[config.mk]
export PLATFORM = sky130hd
export DESIGN_NAME = psb_strap_ctrl
export DESIGN_NICKNAME = d
export VERILOG_FILES = /design/src/include/psb_pkg.sv /design/src/hdl/psb_strap_ctrl.sv
export SDC_FILE = /design/constraint.sdc
export NUM_CORES = 1
export LEC_CHECK = 0
export ABC_CLOCK_PERIOD_IN_PS = 6100
export BUFFER_PORTS_ARGS = -buffer_cell sky130_fd_sc_hd__buf_2
export CAP_MARGIN = 25
export CORE_MARGIN = 5
export CORE_UTILIZATION = 33
export DETAILED_ROUTE_END_ITERATION = 10
export HOLD_SLACK_MARGIN = 0.1
export PLACE_DENSITY = 0.6
export SYNTH_ARGS = -nofsm -noshare
export SYNTH_HDL_FRONTEND = slang
export SYNTH_SLANG_ARGS = --single-unit
[constraint.sdc]
create_clock -name clk_sys -period 6.1 [get_ports clk_sys]
set_clock_uncertainty 0.1 [all_clocks]
set_input_delay 0.305 -clock clk_sys [delete_from_list [all_inputs] [get_ports clk_sys]]
set_output_delay 0.305 -clock clk_sys [all_outputs]
set_load 0.01 [all_outputs]
[src/include/psb_pkg.sv]
// Package: constants, carriers and state type of the strap and basic control block
package psb_pkg;

  // ==========================================================
  // Register addresses
  localparam logic [4:0]  REG_BASIC_CONTROL  = 5'h00;
  localparam logic [4:0]  REG_BASIC_STATUS   = 5'h01;
  localparam logic [4:0]  REG_MMD_CTRL       = 5'h0D;
  localparam logic [4:0]  REG_MMD_DATA       = 5'h0E;
  localparam logic [15:0] EXT_MULTI_IND_CTRL = 16'h0025;
  localparam logic [15:0] EXT_IND_CONFIG     = 16'h0460;
  localparam logic [4:0]  MMD_VENDOR_DEVAD   = 5'h1F;

  // ==========================================================
  // Basic control bit positions
  localparam int BC_RESET      = 15;
  localparam int BC_LOOPBACK   = 14;
  localparam int BC_SPEED100   = 13;
  localparam int BC_AN_ENABLE  = 12;
  localparam int BC_POWER_DOWN = 11;
  localparam int BC_ISOLATE    = 10;
  localparam int BC_AN_RESTART = 9;
  localparam int BC_FULL_DUP   = 8;
  localparam int BC_COL_TEST   = 7;

  // ==========================================================
  // Basic status layout and reset values
  localparam int              BS_AN_COMPLETE   = 5;
  localparam int              BS_REMOTE_FAULT  = 4;
  localparam int              BS_LINK          = 2;
  localparam logic [15:0]     BASIC_STATUS_CAP = 16'h7840;
  localparam logic [15:0]     MULTI_IND_RESET  = 16'h0000;
  localparam logic [15:0]     IND_CONFIG_RESET = 16'h0000;
  localparam logic [4:0]      PHY_ADDR_DEFAULT = 5'h01;
  localparam logic [1:0]      MULTI_FUNCTION_INDICATOR_TO_FIRST    = 2'h0;
  localparam logic [1:0]      MULTI_FUNCTION_INDICATOR_TO_COL      = 2'h1;

  // ==========================================================
  // Cycle counts
  localparam logic [2:0] SOFT_RESET_CYCLES  = 3'h4;
  localparam logic [1:0] STRAP_SAMPLE_CYCLE = 2'h2;
  localparam logic [4:0] MDIO_HDR_LAST      = 5'h0C;
  localparam logic [4:0] MDIO_DATA_LAST     = 5'h0F;

  // ==========================================================
  // Types
  typedef enum logic [1:0] {MAC_MII, MAC_RMII, MAC_RGMII, MAC_RESERVED} psb_mac_mode_t;
  typedef enum logic [1:0] {MD_IDLE, MD_HDR, MD_TA, MD_DATA} psb_mdio_st_t;

  typedef struct packed {
    logic       rgmiiEn;
    logic       rmiiEn;
    logic       refClockFifty;
    logic [4:0] phyAddr;
    logic [4:0] phyAddrPulled;
    logic       firstInd;
    logic       secondInd;
    logic       colPin;
    logic       anEnable;
    logic       speed100;
    logic       fullDuplex;
  } psb_straps_t;

  typedef struct packed {
    logic       en;
    logic [3:0] data;
  } psb_mii_t;

  typedef struct packed {
    psb_straps_t straps;
    logic        mdc;
    logic        mdio;
    logic        pdN;
  } psb_pins_t;

  typedef struct packed {
    psb_pins_t     syncA;
    psb_pins_t     syncB;
    psb_straps_t   strap;
    logic [1:0]    strapCnt;
    logic          strapDone;
    logic [15:0]   basicCtrl;
    logic [2:0]    softCnt;
    logic          linkLat;
    logic          faultLat;
    logic          anDoneEvt;
    logic [15:0]   mmdCtrl;
    logic [15:0]   extAddr;
    logic [15:0]   multiInd;
    logic [15:0]   indCfg;
    psb_mdio_st_t  mdState;
    logic          mdcPrev;
    logic          lastOne;
    logic [4:0]    mdCnt;
    logic [12:0]   hdrShift;
    logic          isRead;
    logic [4:0]    regAddr;
    logic [15:0]   dataShift;
    logic          mdioOut;
    logic          mdioOe;
    psb_mii_t      rxMii;
    logic          collision;
    logic          firstIndOut;
    logic          firstIndOe;
    logic          secondIndOut;
    logic          secondIndOe;
    logic          colPinOut;
    logic          colPinOe;
    psb_mac_mode_t macMode;
    logic          refClockFifty;
    logic          powerDown;
    logic          isolate;
    logic          anEnable;
    logic          anRestart;
    logic          speed100;
    logic          fullDuplex;
    logic          pcsReset;
  } psb_state_t;

endpackage

[src/hdl/psb_strap_ctrl.sv]
// Strap capture, indicator routing, basic control register and management slave
`timescale 1ns/100ps
// Overview of operation
// - RMII strap alone picks RMII; clock strap chooses 25 or 50 MHz reference.
// - RGMII strap with clock strap low picks RGMII at 25 MHz; else reserved.
// - Multi-function indicator drives only one pin, chosen by its control bits 1:0.
// - Indicator pin functions come from configuration and multi-indicator registers.
// - Indicator pin strapped low is driven active high afterwards.
// - Indicator pin strapped high is driven active low afterwards.
// - A 5-bit management address is latched from straps at hardware reset.
// - Address defaults to 1 when no pull resistors change the straps.
// - Latched-high holds set, latched-low holds clear until read; clear-on-read clears.
// - Event status bits follow the event and drop when it ends.
// - Strap-type fields load reset values from sampled strap pins.
// - Control bit 15 resets the basic control register then self-clears; MMD and vendor registers kept.
// - Software reset never resamples straps; only hardware reset does.
// - Control bit 14 loops transmit data back onto the receive path.
// - Control bit 13 selects 100 or 10 Mb/s while negotiation is off.
// - Control bit 12 enables negotiation; when off bits 8 and 13 fix mode.
// - Power-down is bit 11 OR the pin; the pin sets the bit.
// - Power-down keeps programmed registers but resets state and status.
// - Control bit 10 isolates the port from the MII.
// - Control bit 9 restarts negotiation, self-clears, ignored when negotiation off.
// - Control bit 8 selects full or half duplex while negotiation is off.
// - Collision test raises collision after transmit enable and drops it after.
module psb_strap_ctrl
  import psb_pkg::*;
(
  input  wire logic        clk_sys,
  input  wire logic        nrst,
  input  wire psb_straps_t strapPins,
  input  wire logic        mdc,
  input  wire logic        mdioIn,
  output logic             mdioOut,
  output logic             mdioOe,
  input  wire logic        irqPowerdownPinN,
  input  wire logic        linkUp,
  input  wire logic        remoteFault,
  input  wire logic        anComplete,
  input  wire logic        anSpeed100,
  input  wire logic        anFullDuplex,
  input  wire logic        activity,
  input  wire psb_mii_t    txMii,
  input  wire psb_mii_t    rxLine,
  output psb_mii_t         rxMii,
  output logic             collision,
  output logic             firstIndicatorOut,
  output logic             firstIndicatorOe,
  output logic             secondIndicatorOut,
  output logic             secondIndicatorOe,
  output logic             colPinOut,
  output logic             colPinOe,
  output psb_mac_mode_t    macMode,
  output logic             refClockFifty,
  output logic             powerDown,
  output logic             isolate,
  output logic             anEnable,
  output logic             anRestart,
  output logic             speed100,
  output logic             fullDuplex,
  output logic             pcsReset
);

  // ==========================================================
  // Reset release
  logic [1:0] rstSync;
  logic       rstN;

  always_ff @(posedge clk_sys or negedge nrst) begin
    if (!nrst) begin
      rstSync <= 2'b00;
    end else begin
      rstSync <= {rstSync[0], 1'b1};
    end
  end

  assign rstN = rstSync[1];

  // ==========================================================
  // Helpers
  function automatic logic [15:0] bcDefaults(input psb_straps_t s);
    logic [15:0] v;
    v               = 16'h0000;
    v[BC_SPEED100]  = s.speed100;
    v[BC_AN_ENABLE] = s.anEnable;
    v[BC_FULL_DUP]  = s.fullDuplex;
    return v;
  endfunction

  function automatic logic indFunc(input logic [3:0] code, input logic lnk, input logic act,
                                   input logic spd, input logic dup, input logic col);
    logic v;
    v = 1'b0;
    case (code)
      4'h0:    v = lnk;
      4'h1:    v = act;
      4'h2:    v = lnk & ~act;
      4'h3:    v = spd;
      4'h4:    v = dup;
      4'h5:    v = col;
      default: v = 1'b0;
    endcase
    return v;
  endfunction

  // ==========================================================
  // Next state
  psb_state_t st_r;
  psb_state_t st_nxt;

  always_comb begin
    logic        mdcRise;
    logic        mdcFall;
    logic        bitIn;
    logic [12:0] hdr;
    logic        hdrOk;
    logic        wrStb;
    logic [15:0] wrData;
    logic        rdStatus;
    logic [15:0] rdVal;
    logic [15:0] extVal;
    logic        extSel;
    logic        pinPd;
    logic        pd;
    logic        effSpd;
    logic        effDup;
    logic        multi_function_indicator;
    logic [15:0] bc;
    mdcRise  = 1'b0;
    mdcFall  = 1'b0;
    bitIn    = 1'b0;
    hdr      = 13'h0000;
    hdrOk    = 1'b0;
    wrStb    = 1'b0;
    wrData   = 16'h0000;
    rdStatus = 1'b0;
    rdVal    = 16'h0000;
    extVal   = 16'h0000;
    extSel   = 1'b0;
    pinPd    = 1'b0;
    pd       = 1'b0;
    effSpd   = 1'b0;
    effDup   = 1'b0;
    multi_function_indicator     = 1'b0;
    bc       = 16'h0000;
    st_nxt   = st_r;

    st_nxt.syncA = {strapPins, mdc, mdioIn, irqPowerdownPinN};
    st_nxt.syncB = st_r.syncA;

    // ==========================================================
    // Strap capture, once per hardware reset
    // straps hardware only
    if (!st_r.strapDone) begin
      st_nxt.strapCnt = st_r.strapCnt + 2'h1;
      // Wait out the synchroniser so the sample is the pin, not the reset value
      if (st_r.strapCnt == STRAP_SAMPLE_CYCLE) begin
        st_nxt.strapDone = 1'b1;
        st_nxt.strap     = st_r.syncB.straps;
        for (int i = 0; i < 5; i++) begin
          st_nxt.strap.phyAddr[i] = st_r.syncB.straps.phyAddrPulled[i] ?
                                    st_r.syncB.straps.phyAddr[i] : PHY_ADDR_DEFAULT[i];
        end
        st_nxt.basicCtrl = bcDefaults(st_r.syncB.straps);
      end
    end

    // ==========================================================
    // Management slave
    mdcRise         = st_r.syncB.mdc & ~st_r.mdcPrev;
    mdcFall         = ~st_r.syncB.mdc & st_r.mdcPrev;
    bitIn           = st_r.syncB.mdio;
    st_nxt.mdcPrev  = st_r.syncB.mdc;
    hdr             = {st_r.hdrShift[11:0], bitIn};
    extSel          = st_r.mmdCtrl[15:14] != 2'h0;

    if (st_r.extAddr == EXT_MULTI_IND_CTRL) begin
      extVal = st_r.multiInd;
    end else if (st_r.extAddr == EXT_IND_CONFIG) begin
      extVal = st_r.indCfg;
    end

    case (hdr[4:0])
      REG_BASIC_CONTROL: rdVal = st_r.basicCtrl;
      REG_BASIC_STATUS:  rdVal = BASIC_STATUS_CAP | {10'h000, st_r.anDoneEvt, st_r.faultLat,
                                                     1'b0, st_r.linkLat, 2'b00};
      REG_MMD_CTRL:      rdVal = st_r.mmdCtrl;
      REG_MMD_DATA:      rdVal = extSel ? extVal : st_r.extAddr;
      default:           rdVal = 16'h0000;
    endcase

    unique case (st_r.mdState)
      MD_IDLE: begin
        if (mdcFall) begin
          st_nxt.mdioOe  = 1'b0;
          st_nxt.mdioOut = 1'b0;
        end
        if (mdcRise) begin
          st_nxt.lastOne = bitIn;
          // Start bit pattern after any ones, so suppressed preamble also works
          if (!bitIn && st_r.lastOne && st_r.strapDone) begin
            st_nxt.mdState  = MD_HDR;
            st_nxt.mdCnt    = 5'h00;
            st_nxt.hdrShift = 13'h0000;
          end
        end
      end
      MD_HDR: begin
        if (mdcRise) begin
          st_nxt.hdrShift = hdr;
          st_nxt.mdCnt    = st_r.mdCnt + 5'h01;
          if (st_r.mdCnt == MDIO_HDR_LAST) begin
            hdrOk = hdr[12] && (hdr[11:10] == 2'b01 || hdr[11:10] == 2'b10) &&
                    hdr[9:5] == st_r.strap.phyAddr;
            st_nxt.mdCnt   = 5'h00;
            st_nxt.lastOne = 1'b0;
            st_nxt.mdState = hdrOk ? MD_TA : MD_IDLE;
            st_nxt.isRead  = hdr[11:10] == 2'b10;
            st_nxt.regAddr = hdr[4:0];
            if (hdrOk && hdr[11:10] == 2'b10) begin
              st_nxt.dataShift = rdVal;
              rdStatus = hdr[4:0] == REG_BASIC_STATUS;
            end
          end
        end
      end
      MD_TA: begin
        if (mdcFall && st_r.isRead && st_r.mdCnt == 5'h01) begin
          st_nxt.mdioOe  = 1'b1;
          st_nxt.mdioOut = 1'b0;
        end
        if (mdcRise) begin
          st_nxt.mdCnt   = (st_r.mdCnt == 5'h01) ? 5'h00 : 5'h01;
          st_nxt.mdState = (st_r.mdCnt == 5'h01) ? MD_DATA : MD_TA;
        end
      end
      MD_DATA: begin
        if (mdcFall && st_r.isRead) begin
          st_nxt.mdioOut   = st_r.dataShift[15];
          st_nxt.dataShift = {st_r.dataShift[14:0], 1'b0};
        end
        if (mdcRise) begin
          st_nxt.mdCnt = st_r.mdCnt + 5'h01;
          if (!st_r.isRead) begin
            st_nxt.dataShift = {st_r.dataShift[14:0], bitIn};
          end
          if (st_r.mdCnt == MDIO_DATA_LAST) begin
            st_nxt.mdState = MD_IDLE;
            wrStb          = !st_r.isRead;
            wrData         = {st_r.dataShift[14:0], bitIn};
          end
        end
      end
    endcase

    // ==========================================================
    // Register writes
    bc = st_nxt.basicCtrl;
    // self-clear after pulse, before a new write so a fresh request wins
    if (st_r.basicCtrl[BC_AN_RESTART] && st_r.anRestart) begin
      bc[BC_AN_RESTART] = 1'b0;
    end
    if (wrStb) begin
      case (st_r.regAddr)
        REG_BASIC_CONTROL: begin
          bc                = {wrData[15:7], 7'h00};
          bc[BC_AN_RESTART] = wrData[BC_AN_RESTART] & wrData[BC_AN_ENABLE];
        end
        REG_MMD_CTRL: st_nxt.mmdCtrl = wrData;
        REG_MMD_DATA: begin
          if (!extSel) begin
            st_nxt.extAddr = wrData;
          end else if (st_r.mmdCtrl[4:0] == MMD_VENDOR_DEVAD) begin
            if (st_r.extAddr == EXT_MULTI_IND_CTRL) begin
              st_nxt.multiInd = wrData;
            end else if (st_r.extAddr == EXT_IND_CONFIG) begin
              st_nxt.indCfg = wrData;
            end
          end
        end
        default: ;
      endcase
    end

    pinPd = ~st_r.syncB.pdN;
    if (pinPd && st_r.strapDone) begin
      bc[BC_POWER_DOWN] = 1'b1;
    end

    if (wrStb && st_r.regAddr == REG_BASIC_CONTROL && wrData[BC_RESET] && st_r.softCnt == 3'h0) begin
      st_nxt.softCnt = SOFT_RESET_CYCLES;
    end else if (st_r.softCnt != 3'h0) begin
      st_nxt.softCnt = st_r.softCnt - 3'h1;
      bc[BC_RESET]   = 1'b1;
      if (st_r.softCnt == 3'h1) begin
        // Vendor registers and latched straps stay as they are
        bc = bcDefaults(st_r.strap);
      end
    end
    st_nxt.basicCtrl = bc;

    // ==========================================================
    // Status latches
    pd = st_r.basicCtrl[BC_POWER_DOWN] | pinPd;
    if (pd || st_r.pcsReset) begin
      st_nxt.linkLat   = 1'b0;
      st_nxt.faultLat  = 1'b0;
      st_nxt.anDoneEvt = 1'b0;
    end else begin
      st_nxt.linkLat   = linkUp & (st_r.linkLat | rdStatus);
      st_nxt.faultLat  = remoteFault | (st_r.faultLat & ~rdStatus);
      st_nxt.anDoneEvt = anComplete;
    end

    // ==========================================================
    // Mode outputs
    // MAC interface mode decode (RGMII, RMII, MII or reserved)
    if (st_r.strap.rgmiiEn) begin
      st_nxt.macMode = st_r.strap.refClockFifty ? MAC_RESERVED : MAC_RGMII;
    end else if (st_r.strap.rmiiEn) begin
      st_nxt.macMode = MAC_RMII;
    end else begin
      st_nxt.macMode = st_r.strap.refClockFifty ? MAC_RESERVED : MAC_MII;
    end
    st_nxt.refClockFifty = st_r.strap.refClockFifty;

    effSpd = st_r.basicCtrl[BC_AN_ENABLE] ? anSpeed100 : st_r.basicCtrl[BC_SPEED100];
    effDup = st_r.basicCtrl[BC_AN_ENABLE] ? anFullDuplex : st_r.basicCtrl[BC_FULL_DUP];
    st_nxt.speed100   = effSpd;
    st_nxt.fullDuplex = effDup;
    st_nxt.anEnable   = st_r.basicCtrl[BC_AN_ENABLE] & ~pd;
    st_nxt.anRestart  = st_r.basicCtrl[BC_AN_RESTART] & st_r.basicCtrl[BC_AN_ENABLE] &
                        ~st_r.anRestart & ~pd;
    st_nxt.powerDown  = pd;
    st_nxt.isolate    = st_r.basicCtrl[BC_ISOLATE];
    st_nxt.pcsReset   = st_nxt.softCnt != 3'h0;

    // ==========================================================
    // Data path
    // isolate
    if (st_r.basicCtrl[BC_ISOLATE] || pd) begin
      st_nxt.rxMii     = '0;
      st_nxt.collision = 1'b0;
    end else begin
      st_nxt.rxMii     = st_r.basicCtrl[BC_LOOPBACK] ? txMii : rxLine;
      // collision test, one cycle behind transmit enable
      st_nxt.collision = st_r.basicCtrl[BC_COL_TEST] & txMii.en;
    end

    // ==========================================================
    // Indicators: pins stay released until their straps are sampled
    multi_function_indicator = indFunc(st_r.multiInd[7:4], linkUp, activity, effSpd, effDup, st_r.collision);
    st_nxt.firstIndOe  = st_r.strapDone;
    st_nxt.secondIndOe = st_r.strapDone;
    st_nxt.colPinOe    = st_r.strapDone & ~st_r.basicCtrl[BC_ISOLATE];
    if (st_r.multiInd[1:0] == MULTI_FUNCTION_INDICATOR_TO_FIRST) begin
      st_nxt.firstIndOut = multi_function_indicator ^ st_r.strap.firstInd;
    end else begin
      st_nxt.firstIndOut = indFunc(st_r.indCfg[3:0], linkUp, activity, effSpd, effDup,
                                   st_r.collision) ^ st_r.strap.firstInd;
    end
    st_nxt.secondIndOut = indFunc(st_r.indCfg[7:4], linkUp, activity, effSpd, effDup,
                                  st_r.collision) ^ st_r.strap.secondInd;
    st_nxt.colPinOut    = (st_r.multiInd[1:0] == MULTI_FUNCTION_INDICATOR_TO_COL) ?
                          (multi_function_indicator ^ st_r.strap.colPin) : st_r.collision;
  end

  // ==========================================================
  // State register
  always_ff @(posedge clk_sys or negedge rstN) begin
    if (!rstN) begin
      st_r           <= '0;
      st_r.multiInd  <= MULTI_IND_RESET;
      st_r.indCfg    <= IND_CONFIG_RESET;
      st_r.mdState   <= MD_IDLE;
      st_r.macMode   <= MAC_MII;
    end else begin
      st_r <= st_nxt;
    end
  end

  // ==========================================================
  // Outputs
  assign mdioOut            = st_r.mdioOut;
  assign mdioOe             = st_r.mdioOe;
  assign rxMii              = st_r.rxMii;
  assign collision          = st_r.collision;
  assign firstIndicatorOut  = st_r.firstIndOut;
  assign firstIndicatorOe   = st_r.firstIndOe;
  assign secondIndicatorOut = st_r.secondIndOut;
  assign secondIndicatorOe  = st_r.secondIndOe;
  assign colPinOut          = st_r.colPinOut;
  assign colPinOe           = st_r.colPinOe;
  assign macMode            = st_r.macMode;
  assign refClockFifty      = st_r.refClockFifty;
  assign powerDown          = st_r.powerDown;
  assign isolate            = st_r.isolate;
  assign anEnable           = st_r.anEnable;
  assign anRestart          = st_r.anRestart;
  assign speed100           = st_r.speed100;
  assign fullDuplex         = st_r.fullDuplex;
  assign pcsReset           = st_r.pcsReset;

endmodule

# Word level (Yosys, flattened, before mapping)
# Index checks and enable logic that the tools add are counted.
# word_totals
register_bits,215
elab_cells,276
out_inout_bits,24
input_bits,40
# op_classes
n_reduce_logical,45
muxes,75
bitwise_logic,30
n_eq_ne,46
addsub,3
# ops
cell,n
2-to-1 mux 16 bit,14
one-hot mux 16 bit (4 select lines),1
2-to-1 mux 17 bit,3
2-to-1 mux 41 bit,1
one-hot mux 16 bit (2 select lines),1
== test 5 x 4 -> 1 bit (second input constant),6
2-to-1 mux 2 bit,13
== test 4 x 2 -> 1 bit (second input constant),6
== test 4 x 3 -> 1 bit (second input constant),6
one-hot mux 12 bit (2 select lines),1
2-to-1 mux 1 bit,22
2-to-1 mux 22 bit,1
!= test 2 bit (second input constant),11
one-hot mux 5 bit (4 select lines),1
2-to-1 mux 19 bit,1
2-to-1 mux 18 bit,1
one-hot mux 1 bit (6 select lines),3
== test 16 x 11 -> 1 bit (second input constant),1
== test 16 x 6 -> 1 bit (second input constant),1
AND reduction 4 bit,4
2-to-1 mux 5 bit,3
bitwise AND 1 bit,12
== test 4 x 1 -> 1 bit (second input constant),3
logical AND 1 bit,12
30 further kinds,71

# Logic depth before layout (Yosys ltp)
# logic_depth
depth_word,13
mapped_depth,11
depth_no_buf,8

# Worst setup path before layout
# OpenSTA, ideal clock, no wires.
# synth_timing
kind,register -> register
startpoint,register st_r[59] in the netlist's numbering
endpoint,register st_r[106] in the netlist's numbering
period_less_slack_ps,2405
slack_ps,3695
t_required_ps,5875
n_path_buf,2
stages_incl_launch_ff,10
t_arrival_ps,2180
setup_time_ps,125
cell_sequence,dfrtp_1 > ha_1 > and3_1 > ha_1 > and3_1 > buf_4 > nand4b_4 > nor3_2 > buf_4 > mux2_2
# synth_between
elab_chain_len,5
word_cells_on_any_way,8
cone_classes,eq/ne: 1; mux: 6; reduce/logical: 1
# synth_rtl
element,line,rtl
from (decl),psb_strap_ctrl.sv:108,psb_state_t st_r;
from (signal assigned),psb_strap_ctrl.sv:378,st_r <= st_nxt;
== test 5 x 4 -> 1 bit (*),psb_strap_ctrl.sv:247,if (st_r.mdCnt == MDIO_DATA_LAST) begin
2-to-1 mux 1 bit,psb_strap_ctrl.sv:247,
2-to-1 mux 1 bit,psb_strap_ctrl.sv:242,if (mdcRise) begin
2-to-1 mux 1 bit,psb_strap_ctrl.sv:192,unique case (st_r.mdState)
AND reduction 3 bit (no source line),n/a,
# Every way passes the cells marked *; elsewhere a longest branch is shown, timed or not.
# A chain may end at the register's enable or synchronous reset.

# Worst setup path in the final report
# layout_timing
startpoint,register st_r[66] in the netlist's numbering
endpoint,register st_r[122] in the netlist's numbering
# layout_between
elab_chain_len,3
word_cells_on_any_way,4
cone_classes,eq/ne: 1; mux: 2; reduce/logical: 1
# layout_rtl
element,line
== test 2 bit (*),psb_strap_ctrl.sv:192
2-to-1 mux 1 bit,psb_strap_ctrl.sv:192
AND reduction 2 bit (no source line),n/a
# Marks and branches as above.

==> impl_metrics.env <==
export IMPL_vdd_drop_max_mv=0.165
export IMPL_cpPeakStageDelay_ps=880
export IMPL_grt_max_degree=79
export IMPL_first_pass_iters=5
export IMPL_path_cells="and2_1 -> and3_1 -> nand3_1 -> mux2_2"
export IMPL_drtIter0Drc=593
export IMPL_clock_latency_ps=520
export IMPL_rsz0062_at_grt="no"
export IMPL_htreeDepth=1
export IMPL_crit_fanout=22
export IMPL_cap_violations=0
export IMPL_die_height_um=179
export IMPL_clock_fmax_mhz=296
export IMPL_end_kind="flip-flop"
export IMPL_synth_main_ff_cell="dfrtp_1"
export IMPL_cts_tree="yes"
export IMPL_maxSlewHeadroom_pct=31.7
export IMPL_crit_required_ps=6400
export IMPL_crit_buf_inv=0
export IMPL_final_cell_mix="dfrtp_1 (214), nand2_1 (106), buf_2 (63)"
export IMPL_fin_area_um2=11300
export IMPL_grt_pass1_vias=6771
export IMPL_io_pins=64
export IMPL_core_um2=27900
export IMPL_cts_root_buf="clkbuf_16"
export IMPL_synth_top_area_cell="dfrtp_1"
export IMPL_row_count=61
export IMPL_final_common_cell="dfrtp_1"
export IMPL_finalWeightedCongestion=0.890
export IMPL_wl_per_cell_um=17.6
export IMPL_cp_arrival_ps=3670
export IMPL_clkTransAtPathRegs_ps=60
export IMPL_die_area_um2=32000
export IMPL_tns_ps=0
export IMPL_period_share_pct=55.3
export IMPL_synth_cell_types=69
export IMPL_crit_path_start_kind="flip-flop"
export IMPL_clock_path_buffers=3
export IMPL_critPathKind="reg2reg"
export IMPL_ys_ff_latch=215
export IMPL_vias_per_cell=5.07
export IMPL_placed_area_um2=10000
export IMPL_overflow=0
export IMPL_tightest_slew_ps=1020
export IMPL_p_per_area_nw_per_um2=290
export IMPL_ctsResizeCount=0
export IMPL_critPathTopFamily="simple AND/OR/NAND/NOR gates"
export IMPL_clock_sinks=215
export IMPL_hold_viol=0
export IMPL_min_period_ps=3370
export IMPL_syn_nets=893
export IMPL_die_x_um=179
export IMPL_seqCellArea_um2=5380
export IMPL_fin_ws_ps=2730
export IMPL_run_status="finished, final reports clean"
export IMPL_grt_first_pass_wirelength_um=37800
export IMPL_place_ws_ps=2800
export IMPL_vias=6740
export IMPL_port_buffers=63
export IMPL_initial_core_util_pct=33.7
export IMPL_ant_nets=0
export IMPL_nets=983
export IMPL_syn_inst=843
export IMPL_avgSynthCellArea_um2=11.2
export IMPL_grtUsageTotal_pct=14.8
export IMPL_cts_buffers=24
export IMPL_min_path_type="in2reg"
export IMPL_async_flop_share_pct=100
export IMPL_antenna_found_initial=0
export IMPL_setup_viol=0
export IMPL_syn_to_final_growth_pct=19.6
export IMPL_drc=0
export IMPL_report_final_slew_viol_count=0
export IMPL_synth_edf_count=0
export IMPL_critPathSlowestCell="nand3_1"
export IMPL_synth_area_um2=9410
export IMPL_routed_wl_um=23300
export IMPL_yosysWarnings=0
export IMPL_p_leak_nw=5.08
export IMPL_n_fill_cell=2729
export IMPL_yosys_top_cells_area="dfrtp_1 (57%), mux2_2 (6.9%), nand2_1 (4.2%)"
export IMPL_netlist_area_leader_share_pct=57.2
export IMPL_total_power_mw=3.27
export IMPL_multi_input_area_um2=3670
export IMPL_synth_seq_area_share_pct=57.2
export IMPL_hpwl_um=15600
export IMPL_layout_drive_gt1_share_pct=20.1
==> cell type report <==
class / count / area share, %
Antenna cell: 1 / 0.0222
Clock buffer: 37 / 6.21
Clock inverter: 6 / 0.833
Inverter: 30 / 1.00
Multi-Input combinational cell: 547 / 32.6
Sequential cell: 215 / 47.8
Tap cell: 378 / 4.20
Timing Repair Buffer: 115 / 7.34
==> sequential cells by signal, summed over array words and instances, names as in the netlist, 2 cells and up, named ones only <==
name     flops
rstSync      2
macMode      2
st_r       163
rxMii        5
st_nxt      26
==> metal layers <==
layer | track usage, % | vias to the layer above | wire (um)
met4 | 5.15 | 0 | 808
met2 | 22.1 | 218 | 9970
met1 | 22.2 | 3332 | 11300
met3 | 1.98 | 46 | 1300
met5 | 0 | - | 0
li1 | - | 3144 | -
==> Yosys cell counts, types with 6 or more instances <==
| library cell | number |
|---|---|
| and2_1 | 24 |
| nor2b_1 | 9 |
| buf_2 | 8 |
| clkbuf_1 | 28 |
| a21oi_1 | 32 |
| mux2_4 | 10 |
| mux2_2 | 58 |
| o21ai_0 | 56 |
| a22oi_1 | 26 |
| inv_1 | 30 |
| dfrtp_1 | 215 |
| nand3_1 | 26 |
| ha_1 | 10 |
| nand2b_1 | 6 |
| o21a_1 | 16 |
| nor2_1 | 47 |
| a221o_1 | 6 |
| xnor2_1 | 7 |
| buf_4 | 11 |
| o221ai_1 | 6 |
| mux2i_1 | 8 |
| nand2_1 | 106 |
==> report_power, final <==
group	internal (mW)	switching [mW]	leakage [nW]
Combinational	0.108	0.153	1.90
Sequential	1.49	0.0853	2.79
Clock	0.873	0.562	0.384
==> worst reg2reg max path, stage by stage, from the launching register on <==
cell	delay (ps)
dfrtp_1	750
and2_1	380
and3_1	580
nand3_1	880
mux2_2	570
==> metrics by stage <==
step / util, % / std cells / hold slack [ps]
after detailed placement: 35.9 / 1244 / -1.10
final: 40.3 / 1329 / 205
after global placement: 35.9 / 1244 / -0.775
after global routing: 40.3 / 1328 / 211
after floorplan: - / 843 / -90.6
after CTS: 40.2 / 1326 / 183
==> repair_timing <==
| action | 4_1_cts | 5_1_grt |
|---|---|---|
| endpoints found under the setup margin | 0 | 0 |
| endpoints found under the hold margin | 34 | 0 |
| hold buffers | 39 | 0 |
| setup buffers | 0 | 0 |
==> cell families after synthesis <==
group	share of synthesized area (%)
flops	57.2
buf+inv	3.86
simple gates	14.2
compound gates	12.9
other cells	0.0398
mux	9.63
xor+xnor	0.931
fa+ha+maj	1.33
==> final timing paths <==
check / depth (start not counted) / startpoint / slack (ps) / to
setup reg to reg: 4 / st_r[66]$_DFFE_PN0P_ / 2730 / st_r[122]$_DFFE_PN0P_
setup / recovery: 4 / st_r[66]$_DFFE_PN0P_ / 2730 / st_r[122]$_DFFE_PN0P_
hold reg to reg: 0 / rstSync[0]$_DFF_PN0_ / 250 / rstSync[1]$_DFF_PN0_
max in group asynchronous: 1 / rstSync[1]$_DFF_PN0_ / 4130 / st_r[180]$_DFF_PN0_
min in group asynchronous: 0 / rstSync[1]$_DFF_PN0_ / 330 / st_r[76]$_DFFE_PN0P_
hold / removal: 3 / anFullDuplex / 200 / fullDuplex$_DFF_PN0_
Power figures use the tool's default switching activity.
